--- src/pss_defines.svh ---
`ifndef PSS_DEFINES_SVH
`define PSS_DEFINES_SVH

// register offsets, byte addresses on the plain register port
`define PSS_ADDR_W 8
`define PSS_OFF_STATUS 8'h00
`define PSS_OFF_CONTROL 8'h04
`define PSS_OFF_BOOT 8'h08

// status register field positions
`define PSS_ST_SWAP 0
`define PSS_ST_REBOOT 1
`define PSS_ST_DESC 2
`define PSS_ST_TLS 3
`define PSS_ST_DISP3 4
`define PSS_ST_DISP4 5
`define PSS_ST_CPUCLK 6
`define PSS_ST_RSVERR 7
`define PSS_ST_PWRVAL 8
`define PSS_ST_RSMVAL 9

// control register field positions
`define PSS_CT_TS 0
`define PSS_CT_BLK_LO 1
`define PSS_CT_BLK_HI 3

// boot register field positions
`define PSS_BT_CODE_HI 3
`define PSS_BT_FLAG_LO 4
`define PSS_BT_FLAG_HI 9

// platform power-good strap vector
`define PSS_PWR_W 3
`define PSS_PWR_SWAP 0
`define PSS_PWR_REBOOT 1
`define PSS_PWR_DESC 2

// resume-reset strap vector
`define PSS_RSM_W 11
`define PSS_RSM_TLS 0
`define PSS_RSM_BOOT_LO 1
`define PSS_RSM_BOOT_HI 4
`define PSS_RSM_DISP3 5
`define PSS_RSM_DISP4 6
`define PSS_RSM_CPUCLK 7
`define PSS_RSM_FOUT 8
`define PSS_RSM_FD2 9
`define PSS_RSM_FD3 10

// boot-configuration encodings
`define PSS_BOOT_HOST_ESPI 4'h0
`define PSS_BOOT_HOST_NOESPI 4'h2
`define PSS_BOOT_FW_ESPI_HOST 4'h4
`define PSS_BOOT_ESPI_FLASH 4'h8
`define PSS_BOOT_FW_ESPI_DEV 4'hc

// reset values
`define PSS_RST_BLK_SEL 3'h0
`define PSS_RST_TS 1'b0
`define PSS_RST_PULL 1'b1

// strap hold time before the pin returns to its normal function
`define PSS_CLK_MHZ 100
`define PSS_HOLD_US 65
`define PSS_HOLD_CYCLES (`PSS_HOLD_US * `PSS_CLK_MHZ)
`define PSS_HOLD_CNT_W 16

`endif

--- src/pss_pkg.sv ---
`include "pss_defines.svh"

package pss_pkg;

  typedef struct packed {
    logic host_flash;
    logic espi_en;
    logic fw_on_espi;
    logic eng_on_dev_flash;
    logic espi_flash;
    logic reserved;
  } pss_boot_s;

  typedef logic [`PSS_ADDR_W-1:0] pss_addr_t;

  function automatic pss_boot_s pss_boot_decode(input logic [3:0] code);
    pss_boot_s b;
    b = '0;
    case (code)
      `PSS_BOOT_HOST_ESPI: begin
        b.host_flash = 1'b1;
        b.espi_en = 1'b1;
      end
      `PSS_BOOT_HOST_NOESPI: begin
        b.host_flash = 1'b1;
      end
      `PSS_BOOT_FW_ESPI_HOST: begin
        b.fw_on_espi = 1'b1;
        b.espi_en = 1'b1;
      end
      `PSS_BOOT_ESPI_FLASH: begin
        b.espi_flash = 1'b1;
        b.espi_en = 1'b1;
      end
      `PSS_BOOT_FW_ESPI_DEV: begin
        b.fw_on_espi = 1'b1;
        b.eng_on_dev_flash = 1'b1;
        b.espi_en = 1'b1;
      end
      default: begin
        b.reserved = 1'b1;
      end
    endcase
    return b;
  endfunction

endpackage

--- src/pss_cap_if.sv ---
`timescale 1ns/1ps
`default_nettype none

interface pss_cap_if #(parameter int W = 1);
  logic sig;
  logic [W-1:0] pins;
  logic [W-1:0] val;
  logic valid;
  logic taken;
  logic pull_en;
  logic func_en;

  modport samp (input sig, pins, output val, valid, taken, pull_en, func_en);
  modport user (output sig, pins, input val, valid, taken, pull_en, func_en);
endinterface

`default_nettype wire

--- src/pss_strap_sampler.sv ---
`timescale 1ns/1ps
`default_nettype none

`include "pss_defines.svh"

module pss_strap_sampler
  import pss_pkg::*;
#(
  parameter int W = 1,
  parameter int unsigned HOLD_CYCLES = `PSS_HOLD_CYCLES
) (
  // clock and reset
  input wire logic clk_i,
  input wire logic rst_ni,
  // sampling group
  pss_cap_if.samp cap
);

  typedef struct packed {
    logic sig;
    logic [W-1:0] val;
    logic valid;
    logic taken;
    logic pull_en;
    logic func_en;
    logic holding;
    logic [`PSS_HOLD_CNT_W-1:0] cnt;
  } pss_smp_st_s;

  localparam logic [`PSS_HOLD_CNT_W-1:0] HOLD_LAST = `PSS_HOLD_CNT_W'(HOLD_CYCLES - 1);

  pss_smp_st_s q, d;
  logic rise;

  assign rise = cap.sig & ~q.sig;

  always_comb begin
    d = q;
    d.sig = cap.sig;
    d.taken = 1'b0;
    if (rise) begin
      d.val = cap.pins; // see RQ1
      d.valid = 1'b1;
      d.taken = 1'b1;
      d.pull_en = 1'b0; // see RQ5
      d.holding = 1'b1;
      d.cnt = '0;
    end else if (!cap.sig) begin
      // value is kept while low, only a new rise replaces it
      d.pull_en = 1'b1;
      d.func_en = 1'b0;
      d.holding = 1'b0;
      d.cnt = '0;
    end else if (q.holding) begin
      if (q.cnt == HOLD_LAST) begin
        d.holding = 1'b0;
        d.func_en = 1'b1; // see RQ1
      end else begin
        d.cnt = q.cnt + 1'b1;
      end
    end
  end

  always_ff @(posedge clk_i or negedge rst_ni) begin
    if (!rst_ni) begin
      q <= '{sig: 1'b0, val: '0, valid: 1'b0, taken: 1'b0, pull_en: `PSS_RST_PULL,
             func_en: 1'b0, holding: 1'b0, cnt: '0};
    end else begin
      q <= d;
    end
  end

  assign cap.val = q.val;
  assign cap.valid = q.valid;
  assign cap.taken = q.taken;
  assign cap.pull_en = q.pull_en;
  assign cap.func_en = q.func_en;
endmodule

`default_nettype wire

--- src/pss_top.sv ---
// Overview of operation
// RQ1: each strap pin is caught on the rising edge of its sampling signal and afterwards handed back to its normal function.
// RQ2: the swap strap is caught at platform power-good rise and, when high, inverts the selected flash address bit of A[23:16].
// RQ3: while the swap strap is latched high, software cannot clear the swap status bit until the next reboot.
// RQ4: the captured swap strap shows in a software-readable swap status bit.
// RQ5: each strap pin's internal pull is switched off once its sampling signal has gone active.
// RQ6: the reboot suppression strap, caught at platform power-good rise, blocks the system watchdog reboot when high.
// RQ7: the transport security strap, caught at resume-reset rise, enables the engine cipher suite when high.
// RQ8: four pins form the boot code at resume-reset rise, pin 0 giving the least significant bit.
// RQ9: the boot code decodes into the five documented flash arrangements, every other code being reserved.
// RQ10: each display side-band supply strap selects 1.8 V when low and 3.3 V when high, caught at resume-reset rise.
// RQ11: the cpu clock strap, caught at resume-reset rise, selects the direct crystal when low and the board keeps it low.
// RQ12: the board holds the reserved flash data straps high at resume-reset rise.
// RQ13: the descriptor override strap, caught at platform power-good rise, disables descriptor security only when high.
// RQ14: each captured value stays put until its sampling signal falls and rises again.
//
// The register addresses and the address-and-strobe port were chosen for this implementation.
`timescale 1ns/1ps
`default_nettype none

`include "pss_defines.svh"

module pss_top
  import pss_pkg::*;
#(
  parameter int unsigned HOLD_CYCLES = `PSS_HOLD_CYCLES
) (
  // clock and reset
  input wire logic clk_i,
  input wire logic resetn_i,
  // sampling signals
  input wire logic platform_power_good_i,
  input wire logic resume_reset_n_i,
  // platform power-good straps
  input wire logic swap_strap_pin_i,
  input wire logic reboot_suppress_strap_pin_i,
  input wire logic descriptor_override_strap_pin_i,
  // resume-reset straps
  input wire logic transport_security_strap_pin_i,
  input wire logic boot_code_bit0_pin_i,
  input wire logic boot_code_bit1_pin_i,
  input wire logic boot_code_bit2_pin_i,
  input wire logic boot_code_bit3_pin_i,
  input wire logic display3_supply_strap_pin_i,
  input wire logic display4_supply_strap_pin_i,
  input wire logic cpu_clock_source_strap_pin_i,
  input wire logic flash_out_reserved_strap_i,
  input wire logic flash_data2_reserved_strap_i,
  input wire logic flash_data3_reserved_strap_i,
  // register port
  input wire logic [`PSS_ADDR_W-1:0] addr_i,
  input wire logic [31:0] wdata_i,
  input wire logic wr_i,
  input wire logic rd_i,
  output logic [31:0] rdata_o,
  // pad control
  output logic pwr_pull_en_o,
  output logic pwr_func_en_o,
  output logic rsm_pull_en_o,
  output logic rsm_func_en_o,
  // mode controls
  output logic swap_status_bit_o,
  output logic [7:0] flash_addr_invert_o,
  output logic watchdog_reboot_block_o,
  output logic descriptor_security_en_o,
  output logic tls_cipher_en_o,
  output logic [3:0] boot_code_o,
  output logic boot_host_flash_o,
  output logic boot_espi_en_o,
  output logic boot_fw_on_espi_o,
  output logic boot_eng_on_dev_flash_o,
  output logic boot_espi_flash_o,
  output logic boot_reserved_o,
  output logic display3_3v3_o,
  output logic display4_3v3_o,
  output logic cpu_clk_crystal_o,
  output logic cpu_clk_strap_err_o,
  output logic reserved_strap_err_o
);

  typedef struct packed {
    logic [31:0] rdata;
    logic ts;
    logic [2:0] blk_sel;
    logic [7:0] inv;
    logic reboot_blk;
    logic desc_sec;
    logic tls;
    logic [3:0] boot;
    pss_boot_s flags;
    logic disp3;
    logic disp4;
    logic cpu_xtal;
    logic cpu_err;
    logic rsv_err;
    logic pwr_pull;
    logic pwr_func;
    logic rsm_pull;
    logic rsm_func;
  } pss_top_st_s;

  logic [1:0] rst_sync_q;
  logic rst_n;
  pss_top_st_s q, d;
  logic [31:0] status_w;
  logic [31:0] control_w;
  logic [31:0] boot_w;
  logic swap_locked;

  // reset is released through two flops
  always_ff @(posedge clk_i or negedge resetn_i) begin
    if (!resetn_i) begin
      rst_sync_q <= 2'b00;
    end else begin
      rst_sync_q <= {rst_sync_q[0], 1'b1};
    end
  end
  assign rst_n = rst_sync_q[1];

  pss_cap_if #(.W(`PSS_PWR_W)) pwr_cap ();
  pss_cap_if #(.W(`PSS_RSM_W)) rsm_cap ();

  assign pwr_cap.sig = platform_power_good_i;
  assign pwr_cap.pins = {descriptor_override_strap_pin_i, reboot_suppress_strap_pin_i,
                         swap_strap_pin_i};
  // the resume reset is active low, so its release is the sampling edge
  assign rsm_cap.sig = resume_reset_n_i;
  assign rsm_cap.pins = {flash_data3_reserved_strap_i, flash_data2_reserved_strap_i,
                         flash_out_reserved_strap_i, cpu_clock_source_strap_pin_i,
                         display4_supply_strap_pin_i, display3_supply_strap_pin_i,
                         boot_code_bit3_pin_i, boot_code_bit2_pin_i,
                         boot_code_bit1_pin_i, boot_code_bit0_pin_i,
                         transport_security_strap_pin_i}; // see RQ8

  pss_strap_sampler #(.W(`PSS_PWR_W), .HOLD_CYCLES(HOLD_CYCLES)) u_pwr (
    .clk_i(clk_i),
    .rst_ni(rst_n),
    .cap(pwr_cap.samp)
  );

  pss_strap_sampler #(.W(`PSS_RSM_W), .HOLD_CYCLES(HOLD_CYCLES)) u_rsm (
    .clk_i(clk_i),
    .rst_ni(rst_n),
    .cap(rsm_cap.samp)
  );

  assign swap_locked = pwr_cap.valid & pwr_cap.val[`PSS_PWR_SWAP];

  always_comb begin
    status_w = '0;
    status_w[`PSS_ST_SWAP] = pwr_cap.val[`PSS_PWR_SWAP];
    status_w[`PSS_ST_REBOOT] = pwr_cap.val[`PSS_PWR_REBOOT];
    status_w[`PSS_ST_DESC] = pwr_cap.val[`PSS_PWR_DESC];
    status_w[`PSS_ST_TLS] = rsm_cap.val[`PSS_RSM_TLS];
    status_w[`PSS_ST_DISP3] = rsm_cap.val[`PSS_RSM_DISP3];
    status_w[`PSS_ST_DISP4] = rsm_cap.val[`PSS_RSM_DISP4];
    status_w[`PSS_ST_CPUCLK] = rsm_cap.val[`PSS_RSM_CPUCLK];
    status_w[`PSS_ST_RSVERR] = q.rsv_err;
    status_w[`PSS_ST_PWRVAL] = pwr_cap.valid;
    status_w[`PSS_ST_RSMVAL] = rsm_cap.valid;
    control_w = '0;
    control_w[`PSS_CT_TS] = q.ts; // see RQ4
    control_w[`PSS_CT_BLK_HI:`PSS_CT_BLK_LO] = q.blk_sel;
    boot_w = '0;
    boot_w[`PSS_BT_CODE_HI:0] = q.boot;
    boot_w[`PSS_BT_FLAG_HI:`PSS_BT_FLAG_LO] = q.flags;
  end

  always_comb begin
    d = q;
    // register port
    d.rdata = '0;
    if (rd_i) begin
      case (addr_i)
        `PSS_OFF_STATUS: d.rdata = status_w;
        `PSS_OFF_CONTROL: d.rdata = control_w;
        `PSS_OFF_BOOT: d.rdata = boot_w;
        default: d.rdata = '0;
      endcase
    end
    if (wr_i && addr_i == `PSS_OFF_CONTROL) begin
      d.blk_sel = wdata_i[`PSS_CT_BLK_HI:`PSS_CT_BLK_LO];
      if (!swap_locked) begin
        d.ts = wdata_i[`PSS_CT_TS];
      end // see RQ3
    end
    // a fresh capture wins over a write in the same cycle
    if (pwr_cap.taken) begin
      d.ts = pwr_cap.val[`PSS_PWR_SWAP]; // see RQ2
    end
    d.inv = q.ts ? (8'h01 << q.blk_sel) : 8'h00; // see RQ2
    d.reboot_blk = pwr_cap.valid & pwr_cap.val[`PSS_PWR_REBOOT]; // see RQ6
    d.desc_sec = ~(pwr_cap.valid & pwr_cap.val[`PSS_PWR_DESC]); // see RQ13
    d.tls = rsm_cap.valid & rsm_cap.val[`PSS_RSM_TLS]; // see RQ7
    d.boot = rsm_cap.val[`PSS_RSM_BOOT_HI:`PSS_RSM_BOOT_LO]; // see RQ8
    d.flags = pss_boot_decode(rsm_cap.val[`PSS_RSM_BOOT_HI:`PSS_RSM_BOOT_LO]); // see RQ9
    d.disp3 = rsm_cap.val[`PSS_RSM_DISP3]; // see RQ10
    d.disp4 = rsm_cap.val[`PSS_RSM_DISP4]; // see RQ10
    d.cpu_xtal = ~rsm_cap.val[`PSS_RSM_CPUCLK]; // see RQ11
    d.cpu_err = rsm_cap.valid & rsm_cap.val[`PSS_RSM_CPUCLK]; // see RQ11
    // flags a board that pulled a reserved flash strap low
    d.rsv_err = rsm_cap.valid & ~(rsm_cap.val[`PSS_RSM_FOUT] & rsm_cap.val[`PSS_RSM_FD2] &
                                  rsm_cap.val[`PSS_RSM_FD3]); // see RQ12
    d.pwr_pull = pwr_cap.pull_en; // see RQ5
    d.pwr_func = pwr_cap.func_en; // see RQ1
    d.rsm_pull = rsm_cap.pull_en; // see RQ5
    d.rsm_func = rsm_cap.func_en; // see RQ1
  end

  always_ff @(posedge clk_i or negedge rst_n) begin
    if (!rst_n) begin
      q <= '0;
      q.ts <= `PSS_RST_TS;
      q.blk_sel <= `PSS_RST_BLK_SEL;
      q.desc_sec <= 1'b1;
      q.cpu_xtal <= 1'b1;
      q.flags <= pss_boot_decode(4'h0);
      q.pwr_pull <= `PSS_RST_PULL;
      q.rsm_pull <= `PSS_RST_PULL;
    end else begin
      q <= d;
    end
  end

  assign rdata_o = q.rdata;
  assign pwr_pull_en_o = q.pwr_pull;
  assign pwr_func_en_o = q.pwr_func;
  assign rsm_pull_en_o = q.rsm_pull;
  assign rsm_func_en_o = q.rsm_func;
  assign swap_status_bit_o = q.ts;
  assign flash_addr_invert_o = q.inv;
  assign watchdog_reboot_block_o = q.reboot_blk;
  assign descriptor_security_en_o = q.desc_sec;
  assign tls_cipher_en_o = q.tls;
  assign boot_code_o = q.boot;
  assign boot_host_flash_o = q.flags.host_flash;
  assign boot_espi_en_o = q.flags.espi_en;
  assign boot_fw_on_espi_o = q.flags.fw_on_espi;
  assign boot_eng_on_dev_flash_o = q.flags.eng_on_dev_flash;
  assign boot_espi_flash_o = q.flags.espi_flash;
  assign boot_reserved_o = q.flags.reserved;
  assign display3_3v3_o = q.disp3;
  assign display4_3v3_o = q.disp4;
  assign cpu_clk_crystal_o = q.cpu_xtal;
  assign cpu_clk_strap_err_o = q.cpu_err;
  assign reserved_strap_err_o = q.rsv_err;
endmodule

`default_nettype wire

--- config.mk ---
export PLATFORM = sky130hd
export DESIGN_NAME = pss_top
export DESIGN_NICKNAME = d
export VERILOG_FILES = /design/src/pss_pkg.sv /design/src/pss_cap_if.sv /design/src/pss_strap_sampler.sv /design/src/pss_top.sv
export VERILOG_INCLUDE_DIRS = /design/src /design/src/src
export SDC_FILE = /design/constraint.sdc
export NUM_CORES = 1
export LEC_CHECK = 0
export ABC_AREA = 1
export BUFFER_PORTS_ARGS = -buffer_cell sky130_fd_sc_hd__buf_2
export CAP_MARGIN = 5
export CORE_ASPECT_RATIO = 0.75
export CORE_MARGIN = 10
export CORE_UTILIZATION = 50
export CTS_CLUSTER_DIAMETER = 40
export DETAILED_ROUTE_END_ITERATION = 12
export GPL_TIMING_DRIVEN = 0
export HOLD_SLACK_MARGIN = 0.05
export PLACE_DENSITY = 0.76
export SYNTH_ARGS = -nofsm -noshare
export SYNTH_HDL_FRONTEND = slang
export SYNTH_SLANG_ARGS = --single-unit
--- constraint.sdc ---
create_clock -name clk_i -period 3.33 [get_ports clk_i]
set_input_delay 0.8325 -clock clk_i [delete_from_list [all_inputs] [get_ports clk_i]]
set_output_delay 0.8325 -clock clk_i [all_outputs]
set_load 0.05 [all_outputs]
==> flow_summary.yaml <==
place:
  dp_hpwl_mm: 7.92
  post-place-ws_ns: 1.34
  place_area_mm2: 0.00553
  place_congestion: 0.896
  port_buffers: 72
cts:
  postCtsSetupRepairBufs: 0
  cts.repair.resized: 0
  clock_sinks: 103
  cts_root_buffer: "clkbuf_16"
  cts.clk_slew.worst_paths_ns: 0.07
  clock_latency_ns: 0.34
  cts_buffers: 9
  cts_tree: "done"
  cts-hold-fix-buffers: 0
  clock_path_buffers: 2
  htree_levels: 3
cells_and_area:
  fin_nets: 767
  utilization_pct: 60.4
  area_delta_synth_final_pct: 18.7
  final_area_mm2: 0.00581
  post_route_cells_drive_above_1_share_pct: 24.9
  antennaDiodeCount: 0
run:
  maxCapViolations: 0
die:
  start_util_pct: 50.9
  row_count: 31
  core_area_mm2: 0.00962
  num_io_pins: 123
  die_h_um: 106
  die-area_mm2: 0.0142
  die_w_um: 134
setup_path:
  reg2reg_from: "u_pwr.q[1]"
  cp_num_buf_inv: 1
  cp-start-kind: "flop"
  cp_data_required_time_ns: 2.50
  r2r_slack_ns: 1.73
  cpLargestDelayFamily: "flip-flops"
  setup.worst_path.end_class: "primary output"
  cp_cell_sequence: "buf_2"
  critPathKind: "reg -> out"
  critPathSlowestCell: "dfstp_2"
  cp_max_fo: 2
  cpPeakStageDelay_ns: 0.54
  timing.rr.end: "u_pwr.q[14]"
  rr_worst_depth: 8
  arrival_ns: 1.14
worst_hold_path:
  hold_path_class: "reg -> async"
routing:
  vias: 4012
  wl_per_cell_um: 12.4
  routed_via_density: 4.76
  wirelength_mm: 10.5
  drc: 0
  drt_pass1_iterations: 5
  drt-initial-drc-count: 228
  ant_nets: 0
sta:
  setup_viol: 0
  worst_slack_ns: 1.35
  clock_skew_ns: 0.00644
  rsz0062_at_grt: "false"
  max_freq_mhz: 506
  final_hold_viol_count: 0
  finalCritPeriodShare_pct: 59.3
  final.min_clock_period_ns: 1.98
  slew_viol_final: 0
logic_synthesis:
  synth_commonest_cells: "nand2_1 (168), dfrtp_1 (95), nor2_1 (92)"
  synthesis.area_mm2: 0.00490
  synth_most_common_cell: "nand2_1"
  synth_area_leaders: "dfrtp_1 (49%), nand2_1 (13%), nor2_1 (7.1%)"
  synthArstFlopShare_pct: 100
  ys_ff_latch: 103
  seq_area_frac_synth_pct: 52.8
  synth_edf_count: 0
  syn_area_per_cell_um2: 8.16
  yosys.area.top_type: "dfrtp_1"
  synthCells: 600
  synth_top_area_share_pct: 48.6
  synth_flop_cell: "dfrtp_1"
  synth.distinct_cells: 29
  yosysWarnings: 0
pwr:
  finalPower_mw: 2.75
  p_leak_nw: 3.03
  irDropWorstVdd_mv: 0.238
  p_per_area_mw_per_mm2: 474
global_routing:
  gr-total-overflow: 0
  antenna_found_initial: 0
  grt_pass1_vias: 3800
  grt_usage_pct: 14.5
  grt_start_max_net_pins: 74
  grt_pass1_wl_mm: 17.3
run_status:
  status: "finished clean"
## final cells by class
class	instances	area [um^2]
fillers	843	3810
flip-flops and latches	103	2590
multi-input cells	412	1880
repair buffers	73	388
inverters	73	274
plain buffers	33	235
clock buffers	10	229
well taps	132	165
clock inverters	6	52.6
## stage by stage
stage | setup TNS, ns | hold WS, ns | cells
global route | 0 | 0.255 | 842
CTS | 0 | 0.256 | 842
detailed placement | 0 | 0.270 | 826
global placement | -64.88 | 0.337 | 825
finish | 0 | 0.259 | 842
floorplan | 0 | 0.331 | 621
## cells in the final DEF (no fill, tap or decap), types with 2 or more instances in the layout
cell,count
o21ai_2,4
buf_2,79
dfrtp_1,94
nor2_2,14
nand3_2,12
inv_6,2
nand4_1,10
xor2_1,2
ha_1,2
dfstp_2,8
nor3_1,5
nor2_1,92
nand2_1,168
or2_2,5
o21ai_1,2
nand3_1,39
nand2_4,2
o21ai_0,12
a31oi_1,3
clkinvlp_4,2
nand2_2,5
inv_2,4
buf_6,2
conb_1,23
inv_1,69
clkbuf_16,9
buf_4,23
a21oi_1,9
## registers in the layout (all words and copies together), names as in the netlist, 2 cells and up
| register | count |
|---|---|
| boot_code_o | 4 |
| u_rsm.q | 18 |
| u_pwr.cap.val | 3 |
| u_rsm.cap.val | 11 |
| flash_addr_invert_o | 8 |
| control_w | 3 |
| u_pwr.q | 18 |
| rst_sync_q | 2 |
| rdata_o | 10 |
## logic make-up (layout without fill, tap and decap cells)
| logic type | after synthesis | in the layout | share of synthesized area (%) |
|---|---|---|---|
| compound gates | 32 | 32 | 3.91 |
| other cells | 2 | 23 | 0.153 |
| simple gates | 353 | 353 | 31.8 |
| buf+inv | 106 | 195 | 10.4 |
| xor+xnor | 2 | 2 | 0.358 |
| flops | 103 | 103 | 52.8 |
| fa+ha+maj | 2 | 2 | 0.511 |
## per-layer routing
layer / routed length [um] / track usage (%) / vias to the layer above
met4: 133 / 4.50 / 0
met5: 0 / 0 / -
met3: 932 / 4.89 / 12
met2: 4710 / 23.8 / 145
met1: 4690 / 17.7 / 1843
li1: - / - / 2012
## worst max path at each step
| stage | start | end | slack (ns) | cells after the start |
|---|---|---|---|---|
| 3_3_place_gp | rst_sync_q[1] | flash_addr_invert_o[0] | -0.71 | 0 |
| 4_1_cts | boot_espi_en_o | boot_espi_en_o | 1.35 | 1 |
| 3_5_place_dp | addr_i[1] | control_w[1] | 1.34 | 7 |
| 2_1_floorplan | rst_sync_q[1] | boot_code_o[0] | 0.26 | 0 |
| 6_report | boot_espi_en_o | boot_espi_en_o | 1.35 | 1 |
| 5_1_grt | boot_espi_en_o | boot_espi_en_o | 1.32 | 1 |
## where the power goes
| part | internal (mW) | total, mW | leakage (nW) | switching [mW] |
|---|---|---|---|---|
| Clock | 0.519 | 0.988 | 0.132 | 0.469 |
| Sequential | 1.32 | 1.37 | 1.32 | 0.0494 |
| Combinational | 0.0898 | 0.392 | 1.57 | 0.302 |
| Total | 1.93 | 2.75 | 3.03 | 0.820 |
Note: power is estimated with default switching activity, not from simulation.
